**config.mk**
```make
export PLATFORM = sky130hd
export DESIGN_NAME = rate_result_regs
export DESIGN_NICKNAME = d
export VERILOG_FILES = /design/src/logic/rate_result_regs.v /design/src/logic/status_builder.v
export VERILOG_INCLUDE_DIRS = /design/src /design/src/include
export SDC_FILE = /design/constraint.sdc
export NUM_CORES = 1
export LEC_CHECK = 0
export BUFFER_PORTS_ARGS = -buffer_cell sky130_fd_sc_hd__buf_2
export CORE_MARGIN = 5
export CORE_UTILIZATION = 38
export CTS_CLUSTER_DIAMETER = 80
export CTS_CLUSTER_SIZE = 28
export DETAILED_ROUTE_END_ITERATION = 10
export PLACE_DENSITY_LB_ADDON = 0.08
export SKIP_CTS_REPAIR_TIMING = 1
export SYNTH_ARGS = -nofsm -noshare
export SYNTH_HDL_FRONTEND = slang
export SYNTH_SLANG_ARGS = --single-unit
```
**constraint.sdc**
```tcl
create_clock -name clk -period 2.4 [get_ports clk]
set_clock_uncertainty 0.1 [all_clocks]
set_input_delay 0.6 -clock clk [delete_from_list [all_inputs] [get_ports clk]]
set_output_delay 0.6 -clock clk [all_outputs]
set_load 0.01 [all_outputs]
```
**src/include/rate_status_defs.vh**
```
// Register offsets, field positions, reset values and codes for the
// floppy rate configuration and result status block.
// Assumes inclusion by bare name from the design files.
`ifndef RATE_STATUS_DEFS_VH
`define RATE_STATUS_DEFS_VH

`define RATE_CONFIG_ADDR     10'h3f7
`define DATA_REG_ADDR        10'h3f5
`define RATE_PICK_LO_BIT     0
`define RATE_PICK_HI_BIT     1
`define PRECOMP_OFF_POS      2
`define RATE_RESET_VAL       2'h2
`define PRECOMP_RESET_VAL    1'h0
`define DENSITY_RESET_VAL    1'h1
`define STEP_LIMIT           8'h50
`define TERM_NORMAL          2'h0
`define TERM_ABNORMAL        2'h1
`define TERM_INVALID         2'h2
`define TERM_POLLING         2'h3
`define MODE_AT              2'h0
`define MODE_PS2             2'h1
`define MODE_MODEL30         2'h2
`define TRACK_SECTOR_LAST    8'hff

`endif

```
**src/logic/rate_result_regs.v**
```verilog
// Rate configuration register, density pin and result status read-out.
// Assumes host I/O strobes are one-cycle pulses synchronous to clk.
//
// Contract
// Write-only rate register at 3F7, reset 10
// Software writes zero to reserved bits
// Model 30 stores precomp bit, read back
// Precomp bit survives software resets
// Density high on hardware reset only
// Status bytes shown through data register
// Status zero bits 7:6 termination code
// Status zero bit 5 seek end
// Status zero bit 4 home fault
// Bit3 zero, head, unit in status zero
// Status one bit 7 end of track
// Status one bit 5 CRC fault
// Status one bit 4 late service
// Status one bit 2 sector missing
// Status one bit 1 write blocked
// Status one bit 0 address mark missing
// Status one bits 6,3 read zero
// Rate bits hardware reset to 250 Kbps
// One shared rate from either register
`timescale 1ns/1ps
`include "rate_status_defs.vh"

module rate_result_regs (
  input  wire       clk,
  input  wire       nrst,
  input  wire [9:0] io_addr,
  input  wire [7:0] io_wdata,
  input  wire       io_wr,
  input  wire       io_rd,
  input  wire [1:0] reg_mode,
  input  wire       soft_reset,
  input  wire       alt_rate_wr,
  input  wire [1:0] alt_rate_data,
  input  wire       result_phase,
  input  wire       result_index,
  input  wire       cmd_start,
  input  wire [1:0] term_kind,
  input  wire       term_load,
  input  wire       seek_done,
  input  wire       recal_step,
  input  wire       home_track_input,
  input  wire       rel_seek_past_zero,
  input  wire       head_now,
  input  wire [1:0] unit_pick,
  input  wire       sector_past_end,
  input  wire       transfer_last,
  input  wire       rw_cmd_end,
  input  wire       crc_id_err,
  input  wire       crc_data_err,
  input  wire       service_late,
  input  wire       sector_miss,
  input  wire       write_cmd_active,
  input  wire       write_protect_in,
  input  wire       id_mark_miss_two_index,
  input  wire       data_mark_miss,
  output reg  [7:0] io_rdata,
  output wire       io_rvalid,
  output wire [1:0] data_rate,
  output wire       precomp_off_bit,
  output reg        density_out
);
  reg  [1:0] rate_r;
  reg        precomp_r;
  wire [7:0] status_zero;
  wire [7:0] status_one;
  wire       rate_hit = (io_addr == `RATE_CONFIG_ADDR);
  wire       data_hit = (io_addr == `DATA_REG_ADDR);
  wire       model30  = (reg_mode == `MODE_MODEL30);
  reg  [7:0] rdata_nxt;

  // Soft reset deliberately left out: rate and precomp must survive it
  always @(posedge clk) begin
    if (!nrst) begin
      rate_r    <= `RATE_RESET_VAL;
      precomp_r <= `PRECOMP_RESET_VAL;
    end else begin
      if (io_wr && rate_hit) begin
        rate_r <= io_wdata[`RATE_PICK_HI_BIT:`RATE_PICK_LO_BIT];
        if (model30)
          precomp_r <= io_wdata[`PRECOMP_OFF_POS];
      end else if (alt_rate_wr) begin
        rate_r <= alt_rate_data;
      end
    end
  end

  // Density set high by hardware reset, then follows rate_r; soft resets are ignored
  always @(posedge clk) begin
    if (!nrst)
      density_out <= `DENSITY_RESET_VAL;
    else
      density_out <= (rate_r == `RATE_RESET_VAL) || (rate_r == 2'h1);
  end

  assign data_rate       = rate_r;
  assign precomp_off_bit = precomp_r;

  status_builder u_status (
    .clk                    (clk),
    .nrst                   (nrst),
    .cmd_start              (cmd_start),
    .term_kind              (term_kind),
    .term_load              (term_load),
    .seek_done              (seek_done),
    .recal_step             (recal_step),
    .recal_home_seen        (home_track_input),
    .rel_seek_past_zero     (rel_seek_past_zero),
    .head_now               (head_now),
    .unit_pick              (unit_pick),
    .sector_past_end        (sector_past_end),
    .rw_end_no_last         (rw_cmd_end && !transfer_last),
    .crc_id_err             (crc_id_err),
    .crc_data_err           (crc_data_err),
    .service_late           (service_late),
    .sector_miss            (sector_miss),
    .write_cmd_active       (write_cmd_active),
    .write_protect_in       (write_protect_in),
    .id_mark_miss_two_index (id_mark_miss_two_index),
    .data_mark_miss         (data_mark_miss),
    .status_zero            (status_zero),
    .status_one             (status_one)
  );

  // Read side of 3F7 only reflects precomp in Model 30 mode
  always @* begin
    rdata_nxt = 8'h00;
    if (data_hit && result_phase)
      rdata_nxt = result_index ? status_one : status_zero;
    else if (rate_hit && model30)
      rdata_nxt = {5'h00, precomp_r, rate_r};
  end

  always @(posedge clk) begin
    if (!nrst)
      io_rdata <= 8'h00;
    else if (io_rd)
      io_rdata <= rdata_nxt;
  end

  reg rvalid_r;
  always @(posedge clk) begin
    if (!nrst)
      rvalid_r <= 1'b0;
    else
      rvalid_r <= io_rd;
  end
  assign io_rvalid = rvalid_r;
  // soft_reset kept as a port for system wiring; nothing here clears on it
  wire unused_soft = soft_reset;
endmodule // rate_result_regs

```
**src/logic/status_builder.v**
```verilog
// Assembles the two result status bytes from fault events.
// Assumes event inputs are one-cycle pulses synchronous to clk.
`timescale 1ns/1ps
`include "rate_status_defs.vh"

module status_builder (
  input  wire       clk,
  input  wire       nrst,
  input  wire       cmd_start,
  input  wire [1:0] term_kind,
  input  wire       term_load,
  input  wire       seek_done,
  input  wire       recal_step,
  input  wire       recal_home_seen,
  input  wire       rel_seek_past_zero,
  input  wire       head_now,
  input  wire [1:0] unit_pick,
  input  wire       sector_past_end,
  input  wire       rw_end_no_last,
  input  wire       crc_id_err,
  input  wire       crc_data_err,
  input  wire       service_late,
  input  wire       sector_miss,
  input  wire       write_cmd_active,
  input  wire       write_protect_in,
  input  wire       id_mark_miss_two_index,
  input  wire       data_mark_miss,
  output wire [7:0] status_zero,
  output wire [7:0] status_one
);
  reg [1:0] termination_code_r;
  reg       positioning_done_flag_r;
  reg       home_fault_flag_r;
  reg       end_track_r;
  reg       crc_fault_flag_r;
  reg       late_r;
  reg       sector_missing_flag_r;
  reg       write_blocked_flag_r;
  reg       id_sync_absent_flag_r;
  reg [7:0] step_cnt_r;

  // A step in the same cycle as a new command counts from zero
  wire [7:0] step_base   = cmd_start ? 8'h00 : step_cnt_r;
  wire       recal_fault = recal_step && !recal_home_seen &&
                           (step_base == `STEP_LIMIT - 8'h01);

  always @(posedge clk) begin
    if (!nrst) begin
      termination_code_r      <= `TERM_NORMAL;
      positioning_done_flag_r <= 1'b0;
      home_fault_flag_r       <= 1'b0;
      end_track_r             <= 1'b0;
      crc_fault_flag_r        <= 1'b0;
      late_r                  <= 1'b0;
      sector_missing_flag_r   <= 1'b0;
      write_blocked_flag_r    <= 1'b0;
      id_sync_absent_flag_r   <= 1'b0;
      step_cnt_r              <= 8'h00;
    end else begin
      // Per-command clear first, so an event in the same cycle still lands
      if (cmd_start) begin
        termination_code_r      <= `TERM_NORMAL;
        positioning_done_flag_r <= 1'b0;
        home_fault_flag_r       <= 1'b0;
        end_track_r             <= 1'b0;
        crc_fault_flag_r        <= 1'b0;
        late_r                  <= 1'b0;
        sector_missing_flag_r   <= 1'b0;
        write_blocked_flag_r    <= 1'b0;
        id_sync_absent_flag_r   <= 1'b0;
        step_cnt_r              <= 8'h00;
      end
      if (term_load)
        termination_code_r <= term_kind;
      if (seek_done)
        positioning_done_flag_r <= 1'b1;
      // Count recalibrate steps without home seen
      if (recal_step && !recal_home_seen && step_base != `STEP_LIMIT)
        step_cnt_r <= step_base + 8'h01;
      if (recal_fault || rel_seek_past_zero)
        home_fault_flag_r <= 1'b1;
      if (sector_past_end || rw_end_no_last)
        end_track_r <= 1'b1;
      if (crc_id_err || crc_data_err)
        crc_fault_flag_r <= 1'b1;
      if (service_late)
        late_r <= 1'b1;
      if (sector_miss)
        sector_missing_flag_r <= 1'b1;
      if (write_cmd_active && write_protect_in)
        write_blocked_flag_r <= 1'b1;
      if (id_mark_miss_two_index || data_mark_miss)
        id_sync_absent_flag_r <= 1'b1;
    end
  end

  // Head and unit track live inputs
  assign status_zero = {termination_code_r, positioning_done_flag_r, home_fault_flag_r,
                        1'b0, head_now, unit_pick};
  assign status_one  = {end_track_r, 1'b0, crc_fault_flag_r, late_r, 1'b0,
                        sector_missing_flag_r, write_blocked_flag_r,
                        id_sync_absent_flag_r};
endmodule // status_builder

```
Yosys cells after proc, flatten, opt, wreduce, memory -nomap -nowiden. Cells that the tools add are included. Widths: inputs -> output; s select.

Flip-flop bits (word level): 31. Output and inout port bits: 13. Logic and storage cells: 67. Input port bits: 52.

Reduce and logical (&&, ||, !) cells: 26. $add $sub $neg: 1. Mux-type cells: 18. Equal/unequal tests: 7.

Operator list (number): $mux 8 (4); $eq 10x10->1 const B (2); $reduce_bool 2->1 (10); $mux 1 (9); $add 8x1->8 const B (1); $eq 8x7->1 const B (1); $logic_and 1x1->1 (8); $mux 2 (4); $ne 8x7->1 const B (1); $logic_or 1x1->1 (5); $eq 2x2->1 const B (2); $mux 3 (1); $eq 2x1->1 const B (1); $logic_not 1->1 (2); $reduce_and 2->1 (1).

Longest topological paths before layout. Gate-level depths: netlist (run 1).

Word-level depth: 5. Mapped depth: 8. Mapped depth without buffers: 8.

Cells and area by module. Synthesis (run 1) repeated with hierarchy kept, for this count alone.

Cell total of the unflattened synthesis: 180. Area, all modules: 1611.5 um2.

Modules (own cells, without submodules): status_builder (sequential area each 360.3 um2, cells an instance 105, times used 1, area an instance 904.6 um2); rate_result_regs (sequential area each 260.2 um2, cells an instance 75, times used 1, area an instance 706.9 um2).

Worst setup path before layout (run 1). Ideal clock, no wire load.

Path type: input to register. From: input cmd_start. To: register u_status.step_cnt_r[3]. Arrival: 1.706 ns. Setup slack: 0.473 ns. Buffers on the path: 0. Stages: 6. Required time: 2.179 ns. Library setup time: 0.121 ns. Cells stage by stage: and2b_2 > inv_1 > ha_1 > a41oi_2 > nand4_1 > mux2_2.

Longest elaborated chain between the ends: 4. Elaborated cells between the ends (all ways): 5. Those cells by class: 1 x add/sub; 1 x eq/ne; 2 x mux; 1 x reduce/logical.

RTL lines: start: declaration (line rate_result_regs.v:40) `input wire cmd_start,`; $mux 8 (*); branches (longest 2 deep; another with $add 8x1->8); $mux 8 (*) (line status_builder.v:78) `` if (recal_step && !recal_home_seen && step_base != `STEP_LIMIT) ``; end signal: assignment (line status_builder.v:79) `step_cnt_r <= step_base + 8'h01;`; end: declaration (line status_builder.v:40) `reg [7:0] step_cnt_r;`.

Mark *: on every way between the ends. A chain may end at the register's enable or synchronous reset.

Final worst setup path (run 1).
From: input cmd_start. To: register u_status.step_cnt_r[2].

Same word-level chain as after synthesis.

==> results of run 1 <==
how the worst max path moves through the flow:
stage / cells after the start / slack [ns] / end / from
after floorplan: 6 / 0.47 / u_status.step_cnt_r[3] / cmd_start
after global placement: 8 / 0.26 / u_status.step_cnt_r[2] / cmd_start
after detailed placement: 8 / 0.24 / u_status.step_cnt_r[2] / cmd_start
after CTS: 8 / 0.53 / u_status.step_cnt_r[2] / cmd_start
after global routing: 7 / 0.43 / u_status.step_cnt_r[3] / cmd_start
final: 8 / 0.52 / u_status.step_cnt_r[2] / cmd_start
area by class of cell:
type                    instances  area (µm²)
flip-flops and latches         30         601
clock buffers                   5        68.8
well taps                      48        60.1
fillers                       377        1780
multi-input cells             113         758
clock inverters                 3        40.0
inverters                       8        30.0
repair buffers                 59         300
routing by layer:
metal / GRT usage / routed length (µm) / vias up
met1: 0.158 / 1480 / 591
met5: 0 / 0 / -
met2: 0.232 / 1490 / 37
met3: 0.0369 / 217 / 5
met4: 0.0689 / 53 / 0
li1: - / - / 669
worst max-delay path, stage by stage:
cell and delay [ns]:
buf_2 0.17, and2b_2 0.26, inv_1 0.09, ha_1 0.16, a41oi_2 0.16, buf_4 0.20, and3_1 0.15, o21a_1 0.16
registers in the layout, summed over array words and instances (netlist names), 2 cells and up:
name and flops:
u_status.step_cnt_r 8, io_rdata 7, u_status.termination_code_r 2, data_rate 2
metrics by stage:
| stage | utilization | total power [mW] | std cells | hold WS (ns) |
|---|---|---|---|---|
| after floorplan | - | 0.597 | 157 | 0.345 |
| after global placement | 0.481 | 0.654 | 258 | 0.331 |
| after detailed placement | 0.481 | 0.658 | 258 | 0.339 |
| after CTS | 0.511 | 1.15 | 266 | 0.355 |
| after global routing | 0.511 | 1.19 | 266 | 0.382 |
| final | 0.511 | 1.13 | 266 | 0.350 |
cell usage in the layout (no fill, tap or decap), types with 2 or more instances in the layout:
cell type and count:
mux2_2 6, nor2_1 4, nand2b_1 4, xnor2_1 4, and2_1 3, nand3_1 2
nor3b_1 2, and3_1 2, dfxtp_1 30, o21ai_0 9, a31oi_1 3, clkbuf_8 5
mux2i_1 8, clkinv_2 2, nand2_1 18, nor2b_1 13, inv_1 8, buf_2 57
a211oi_1 2, buf_4 2, ha_1 2, a21oi_1 7, nand4b_1 2, nand4_1 8
report_power, final:
part,switching [mW],internal [mW]
combinational,0.0553,0.0630
sequential,0.0102,0.517
clock,0.183,0.305
total,0.249,0.884
cells by family (layout without fill, tap and decap cells):
kind of cell / Yosys count / in the layout / share of synthesized area
other: 1 / 1 / 0.00265
AO/OA/AOI/OAI: 27 / 27 / 0.120
buffers and inverters: 14 / 75 / 0.0398
XOR/XNOR: 4 / 4 / 0.0248
flip-flops: 30 / 30 / 0.424
adder cells (fa/ha/maj): 2 / 2 / 0.0177
multiplexers: 14 / 14 / 0.104
AND/OR/NAND/NOR: 65 / 65 / 0.266
==> impl_metrics.py, run 1 <==
metrics = {
    "sta": {
        "min_period_ns": 1.88,
        "fin_crit_sh": 0.784,
        "rsz0062_at_grt": "no",
        "fmax_mhz": 532,
        "hold_viol": 0,
        "timing.setup.tns_ns": 0,
        "setup_viol": 0,
        "setup_slack_ns": 0.519,
        "finalMaxSlewViolations": 0,
    },
    "worst_setup_path": {
        "reg2reg_setup_slack_ns": 0.76,
        "worstPathArrival_ns": 1.95,
        "reg2reg_depth": 7,
        "r2r-start": "u_status.step_cnt_r[1]",
        "r2r-end": "u_status.step_cnt_r[2]",
        "cp_max_fo": 8,
        "crit_path_end_kind": "flip-flop",
        "criticalPathCategory": "in2reg",
        "start_kind": "primary input",
        "required_ns": 2.47,
    },
    "place": {
        "dp.final_hpwl_um": 2550,
        "dp_slack_ns": 0.240,
        "portBuffers": 57,
        "gp_congestion": 0.834,
        "dpl_cell_area_um2": 1750,
    },
    "yosys": {
        "synth-edff-count": 0,
        "async_reset_ff_frac": 0,
        "synth_area_um2": 1420,
        "synthFlopType": "dfxtp_1",
        "synthMostInstantiatedCell": "dfxtp_1",
        "yosysTopAreaCell": "dfxtp_1",
        "synth_common_cells": "30 x dfxtp_1, 18 x nand2_1, 13 x nor2b_1, 9 x o21ai_0",
        "avgSynthCellArea_um2": 9.01,
        "postSynthRegisterBits": 30,
        "synthCells": 157,
        "ys.warnings.count": 0,
        "synth_top_area_frac": 0.424,
        "synth_area_leaders": "dfxtp_1 42%, nor2b_1 5.7%, mux2i_1 5.7%, nand2_1 4.8%, mux2_2 4.8%",
        "seq_area_frac_synth": 0.424,
        "yosysUniqueCellTypes": 36,
        "syn-num-nets": 211,
    },
    "clock_tree": {
        "insertion_delay_ns": 0.28,
        "cts_tree": "yes",
        "h-tree-depth": 2,
        "clock_path_buffers": 2,
        "cts_num_sinks": 30,
        "cts.reportedPaths.clkPinSlew_ns": 0.07,
        "cts_root_buffer": "clkbuf_8",
        "cts_buffers": 5,
    },
    "global_routing": {
        "grt_max_degree": 31,
        "antenna_found_initial": 0,
        "first_global_vias": 1306,
        "gr-total-overflow": 0,
        "grt_pass1_wl_um": 5500,
        "grtUsageTotal": 0.137,
    },
    "layout": {
        "layout-drive-gt1-share": 0.358,
        "stdcell_area_um2": 1860,
        "area_growth_pct": 31.3,
        "antenna_cells": 0,
        "layout.nets": 271,
    },
    "floorplanning": {
        "die_height_um": 71.0,
        "row_count": 22,
        "dieArea_um2": 5040,
        "fp.coreArea_um2": 3630,
        "start_util": 0.389,
        "pin_count": 65,
        "dieWidth_um": 71.0,
    },
    "drt": {
        "totalWireLength_um": 3250,
        "drtIter0Drc": 44,
        "first_pass_iters": 3,
        "drc": 0,
        "postRouteAntennaNets": 0,
        "vias": 1302,
        "avgViaCountPerCell": 4.89,
        "wl_per_cell_um": 12.2,
    },
    "min_path": {
        "hold_end": "io_rdata[5]",
        "worstHoldPathCells": 2,
        "hp-start": "io_rdata[5]",
        "hold_class": "reg2reg",
    },
    "power_and_ir_drop": {
        "power_per_cell_area_nw_per_um2": 610,
        "power.leakage_nw": 0.829,
        "ir_drop_mv": 0.335,
    },
    "outcome": {
        "outcome": "completed",
    },
    "flow_run": {
        "cap_violations": 0,
    },
}
Note: power is estimated with default switching activity, not from simulation.
==> run 2, diff against run 1 <==
==> constraint.sdc (replaced) <==
create_clock -name clk -period 1.9 [get_ports clk]
set_clock_uncertainty 0.1 [all_clocks]
set_input_delay 0.475 -clock clk [delete_from_list [all_inputs] [get_ports clk]]
set_output_delay 0.475 -clock clk [all_outputs]
set_load 0.01 [all_outputs]
==> impl_metrics.py, run 2 (synthesized netlist as in run 1, its figures left out) <==
metrics = {
    "flow_run": {
        "cap_violations": 0,
    },
    "floorplanning": {
        "dieWidth_um": 71.0,
        "pin_count": 65,
        "die_height_um": 71.0,
        "row_count": 22,
        "dieArea_um2": 5040,
        "fp.coreArea_um2": 3630,
        "start_util": 0.389,
    },
    "global_routing": {
        "gr-total-overflow": 0,
        "first_global_vias": 1421,
        "antenna_found_initial": 0,
        "grt_max_degree": 23,
        "grt_pass1_wl_um": 5880,
        "grtUsageTotal": 0.144,
    },
    "layout": {
        "antenna_cells": 0,
        "mostFrequentLayoutCells": "57 x buf_2, 30 x dfxtp_1, 18 x nand2_1",
        "num-fill-cells": 355,
        "layout.area.seq_um2": 601,
        "top_register": "u_status.step_cnt_r",
        "largest_reg_flops": 8,
        "layout.nets": 277,
        "largestRegisters": "u_status.step_cnt_r (8), io_rdata (7)",
        "postLayoutCoreUtil": 0.524,
        "multi_input_area_um2": 758,
        "area_growth_pct": 34.5,
        "layout-drive-gt1-share": 0.375,
        "final_common_cell": "buf_2",
        "stdcell_area_um2": 1900,
    },
    "sta": {
        "rsz0062_at_grt": "no",
        "min_period_ns": 1.63,
        "setup_viol": 0,
        "hold_viol": 0,
        "fin_crit_sh": 0.859,
        "finalMaxSlewViolations": 0,
        "fmax_mhz": 613,
        "timing.hold.ws_ns": 0.332,
    },
    "clock_tree": {
        "cts_num_sinks": 30,
        "cts_buffers": 5,
        "cts_root_buffer": "clkbuf_8",
        "h-tree-depth": 2,
        "cts_tree": "yes",
        "insertion_delay_ns": 0.27,
        "cts.reportedPaths.clkPinSlew_ns": 0.06,
        "clock_path_buffers": 2,
    },
    "place": {
        "dpl_cell_area_um2": 1790,
        "gp_congestion": 0.824,
        "dp.final_hpwl_um": 2660,
        "portBuffers": 57,
    },
    "worst_setup_path": {
        "critPathSlowestCell": "and2b_2",
        "criticalPathCategory": "in2reg",
        "cp_max_fo": 5,
        "worstPathArrival_ns": 1.70,
        "required_ns": 1.97,
        "start_kind": "primary input",
        "crit_chain": "buf_2 -> and2b_2 -> inv_1 -> ha_1 -> a41oi_2 -> buf_4 -> and3_1 -> o21a_1",
        "cpPeakStageDelay_ns": 0.25,
        "crit_path_end_kind": "flip-flop",
    },
    "drt": {
        "totalWireLength_um": 3310,
        "wl_per_cell_um": 12.2,
        "vias": 1337,
        "postRouteAntennaNets": 0,
        "drtIter0Drc": 30,
        "first_pass_iters": 4,
        "avgViaCountPerCell": 4.92,
        "drc": 0,
    },
    "power_and_ir_drop": {
        "finalPower_mw": 1.43,
        "comb_power_share": 0.108,
        "intPower_mw": 1.12,
        "sw_frac_of_total": 0.214,
        "power.leakage_nw": 0.857,
        "p_switching_uw": 306,
        "power_per_cell_area_nw_per_um2": 750,
        "pwr-share-seq": 0.466,
        "clkPwrFrac": 0.425,
        "ir_drop_mv": 0.583,
    },
    "min_path": {
        "hold_class": "in2reg",
    },
    "outcome": {
        "outcome": "completed",
    },
}
run 2: cell count changes in the layout (fill, tap and decap cells not counted):
| cell | change |
|---|---|
| buf_4 | +6 |
run 2: power by group through the flow:
stage / clock, mW / combinational (mW) / sequential (mW)
6_report: 0.607 / 0.154 / 0.666
5_1_grt: 0.659 / 0.175 / 0.668
2_1_floorplan: 0 / 0.0745 / 0.680
3_5_place_dp: 0 / 0.156 / 0.680
4_1_cts: 0.630 / 0.157 / 0.666
3_3_place_gp: 0 / 0.152 / 0.679
run 2: metal layers:
metal	global-route usage	routed length, µm	up-vias
met4	0.0501	24	0
met2	0.256	1600	41
met3	0.0455	245	2
li1	-	-	681
met1	0.159	1440	613
met5	0	0	-
run 2: path summary, 6_finish.rpt:
path                                from                             end  slack (ns)  cells past startpoint
setup / recovery               cmd_start          u_status.step_cnt_r[2]        0.27                      8
hold / removal               sector_miss  u_status.sector_missing_flag_r        0.33                      3
hold reg to reg              io_rdata[5]                     io_rdata[5]        0.35                      2
setup reg to reg  u_status.step_cnt_r[5]          u_status.step_cnt_r[2]        0.32                      5
run 2: critical path: cells and delay by family:
| kind | cells | cell delay [ns] |
|---|---|---|
| adder cells (fa/ha/maj) | 1 | 0.15 |
| buffers and inverters | 3 | 0.40 |
| AO/OA/AOI/OAI | 2 | 0.25 |
| AND/OR/NAND/NOR | 2 | 0.41 |
run 2: area by class of cell:
type                       instances  share of cell area
tap                               48              0.0316
inverter                           8              0.0158
clock buffer                       5              0.0362
clock inverter                     3              0.0210
multi-input combinational        113               0.398
timing repair buffer              65               0.181
sequential                        30               0.316
run 2: metrics by stage:
stage | setup TNS, ns | setup WS [ns] | cells
after CTS | 0 | 0.272 | 272
final | 0 | 0.268 | 272
after global routing | 0 | 0.178 | 272
after detailed placement | -0.0172 | -0.0172 | 264
after floorplan | 0 | 0.0983 | 157
after global placement | 0 | 0.00596 | 264
==> run 3, diff against run 2 <==
==> constraint.sdc (replaced) <==
create_clock -name clk -period 1.93 [get_ports clk]
set_clock_uncertainty 0.1 [all_clocks]
set_input_delay 0.4825 -clock clk [delete_from_list [all_inputs] [get_ports clk]]
set_output_delay 0.4825 -clock clk [all_outputs]
set_load 0.01 [all_outputs]
==> impl_metrics.py, run 3 (synthesized netlist as in run 1, its figures left out) <==
metrics = {
    "outcome": {
        "outcome": "completed",
    },
    "worst_setup_path": {
        "crit_chain": "buf_2 -> and2b_2 -> inv_1 -> ha_1 -> a41oi_2 -> buf_4 -> and3_1 -> o21a_1",
        "cp_max_fo": 6,
        "worstPathArrival_ns": 1.75,
        "crit_path_end_kind": "flip-flop",
        "criticalPathCategory": "in2reg",
        "cpPeakStageDelay_ns": 0.25,
        "path_buf_inv": 3,
        "required_ns": 2.00,
        "start_kind": "primary input",
        "cpLargestDelayFamily": "buffers and inverters",
        "critPathSlowestCell": "and2b_2",
    },
    "layout": {
        "largestRegisters": "u_status.step_cnt_r (8), io_rdata (7)",
        "antenna_cells": 0,
        "layout.cells.non_filler": 270,
        "layout.area.seq_um2": 601,
        "top_register": "u_status.step_cnt_r",
        "num-fill-cells": 372,
        "largest_reg_flops": 8,
        "mostFrequentLayoutCells": "57 x buf_2, 30 x dfxtp_1, 18 x nand2_1",
        "layout.nets": 275,
        "layout-drive-gt1-share": 0.369,
        "final_common_cell": "buf_2",
        "area_growth_pct": 35.8,
        "multi_input_area_um2": 758,
        "stdcell_area_um2": 1920,
    },
    "global_routing": {
        "grtUsageTotal": 0.137,
        "first_global_vias": 1319,
        "grt_pass1_wl_um": 5530,
        "antenna_found_initial": 0,
        "gr-total-overflow": 0,
        "grt_max_degree": 31,
    },
    "drt": {
        "wl_per_cell_um": 12.1,
        "vias": 1296,
        "first_pass_iters": 4,
        "drtIter0Drc": 48,
        "postRouteAntennaNets": 0,
        "totalWireLength_um": 3270,
        "avgViaCountPerCell": 4.80,
        "drc": 0,
    },
    "power_and_ir_drop": {
        "power.leakage_nw": 0.861,
        "finalPower_mw": 1.57,
        "ir_drop_mv": 0.446,
        "power_per_cell_area_nw_per_um2": 818,
    },
    "clock_tree": {
        "h-tree-depth": 2,
        "insertion_delay_ns": 0.27,
        "cts_tree": "yes",
        "cts_num_sinks": 30,
        "cts_root_buffer": "clkbuf_8",
        "cts_buffers": 5,
        "clock_path_buffers": 2,
        "cts.reportedPaths.clkPinSlew_ns": 0.06,
    },
    "sta": {
        "setup_viol": 0,
        "fin_crit_sh": 0.873,
        "fmax_mhz": 594,
        "min_period_ns": 1.68,
        "finalMaxSlewViolations": 0,
        "hold_viol": 0,
        "timing.hold.ws_ns": 0.343,
        "rsz0062_at_grt": "no",
        "setup_slack_ns": 0.246,
    },
    "min_path": {
        "hold_class": "in2reg",
    },
    "floorplanning": {
        "die_height_um": 71.0,
        "dieWidth_um": 71.0,
        "start_util": 0.389,
        "dieArea_um2": 5040,
        "pin_count": 65,
        "row_count": 22,
        "fp.coreArea_um2": 3630,
    },
    "place": {
        "dp.cells": 262,
        "dpl_cell_area_um2": 1780,
        "dp.final_hpwl_um": 2600,
        "portBuffers": 57,
        "dp_slack_ns": -0.0438,
        "gp_congestion": 0.824,
    },
    "flow_run": {
        "cap_violations": 0,
    },
}
## run 3: cell count changes in the layout (fill, tap and decap cells not counted), sizes merged
cell | before | now
buf | 65 | 63
bufinv | 1 | 2
clkbuf | 5 | 6
clkinv | 2 | 0
## run 3: layout make-up
type                    count  share of cell area
clock buffers               6              0.0430
clock inverters             2              0.0313
inverters                   8              0.0156
multi-input cells         113               0.395
flip-flops and latches     30               0.313
well taps                  48              0.0313
repair buffers             63               0.172
## run 3: final timing paths
| path | startpoint | endpoint | slack (ns) | cells after the start |
|---|---|---|---|---|
| worst max register to register | u_status.step_cnt_r[1] | u_status.step_cnt_r[2] | 0.36 | 7 |
| worst min-delay path | sector_miss | u_status.sector_missing_flag_r | 0.34 | 3 |
| worst min register to register | io_rdata[6] | io_rdata[6] | 0.35 | 2 |
| worst max-delay path | cmd_start | u_status.step_cnt_r[2] | 0.25 | 8 |
## run 3: metal layers
layer | vias up | GRT usage | share of wire
met1 | 584 | 0.154 | 0.44
met3 | 2 | 0.0568 | 0.075
met4 | 0 | 0.0376 | 0.0073
met2 | 36 | 0.238 | 0.48
li1 | 674 | - | -
met5 | - | 0 | 0
## run 3: tightest hold or removal path, stage by stage
cell,delay [ns]
buf_2,0.08
a21oi_1,0.03
nor2b_1,0.09
## run 3: per-stage QoR
step,util,setup TNS [ns]
after floorplan,-,0
after global placement,0.490,0
after detailed placement,0.490,-0.0673
after CTS,0.529,0
after global routing,0.529,0
final,0.529,0
## run 3: where the power goes
| part | leakage [nW] | internal (mW) | switching (mW) |
|---|---|---|---|
| registers | 0.246 | 0.642 | 0.0129 |
| clock network | 0.0714 | 0.550 | 0.217 |
| logic | 0.543 | 0.0799 | 0.0704 |
| total | 0.861 | 1.27 | 0.300 |
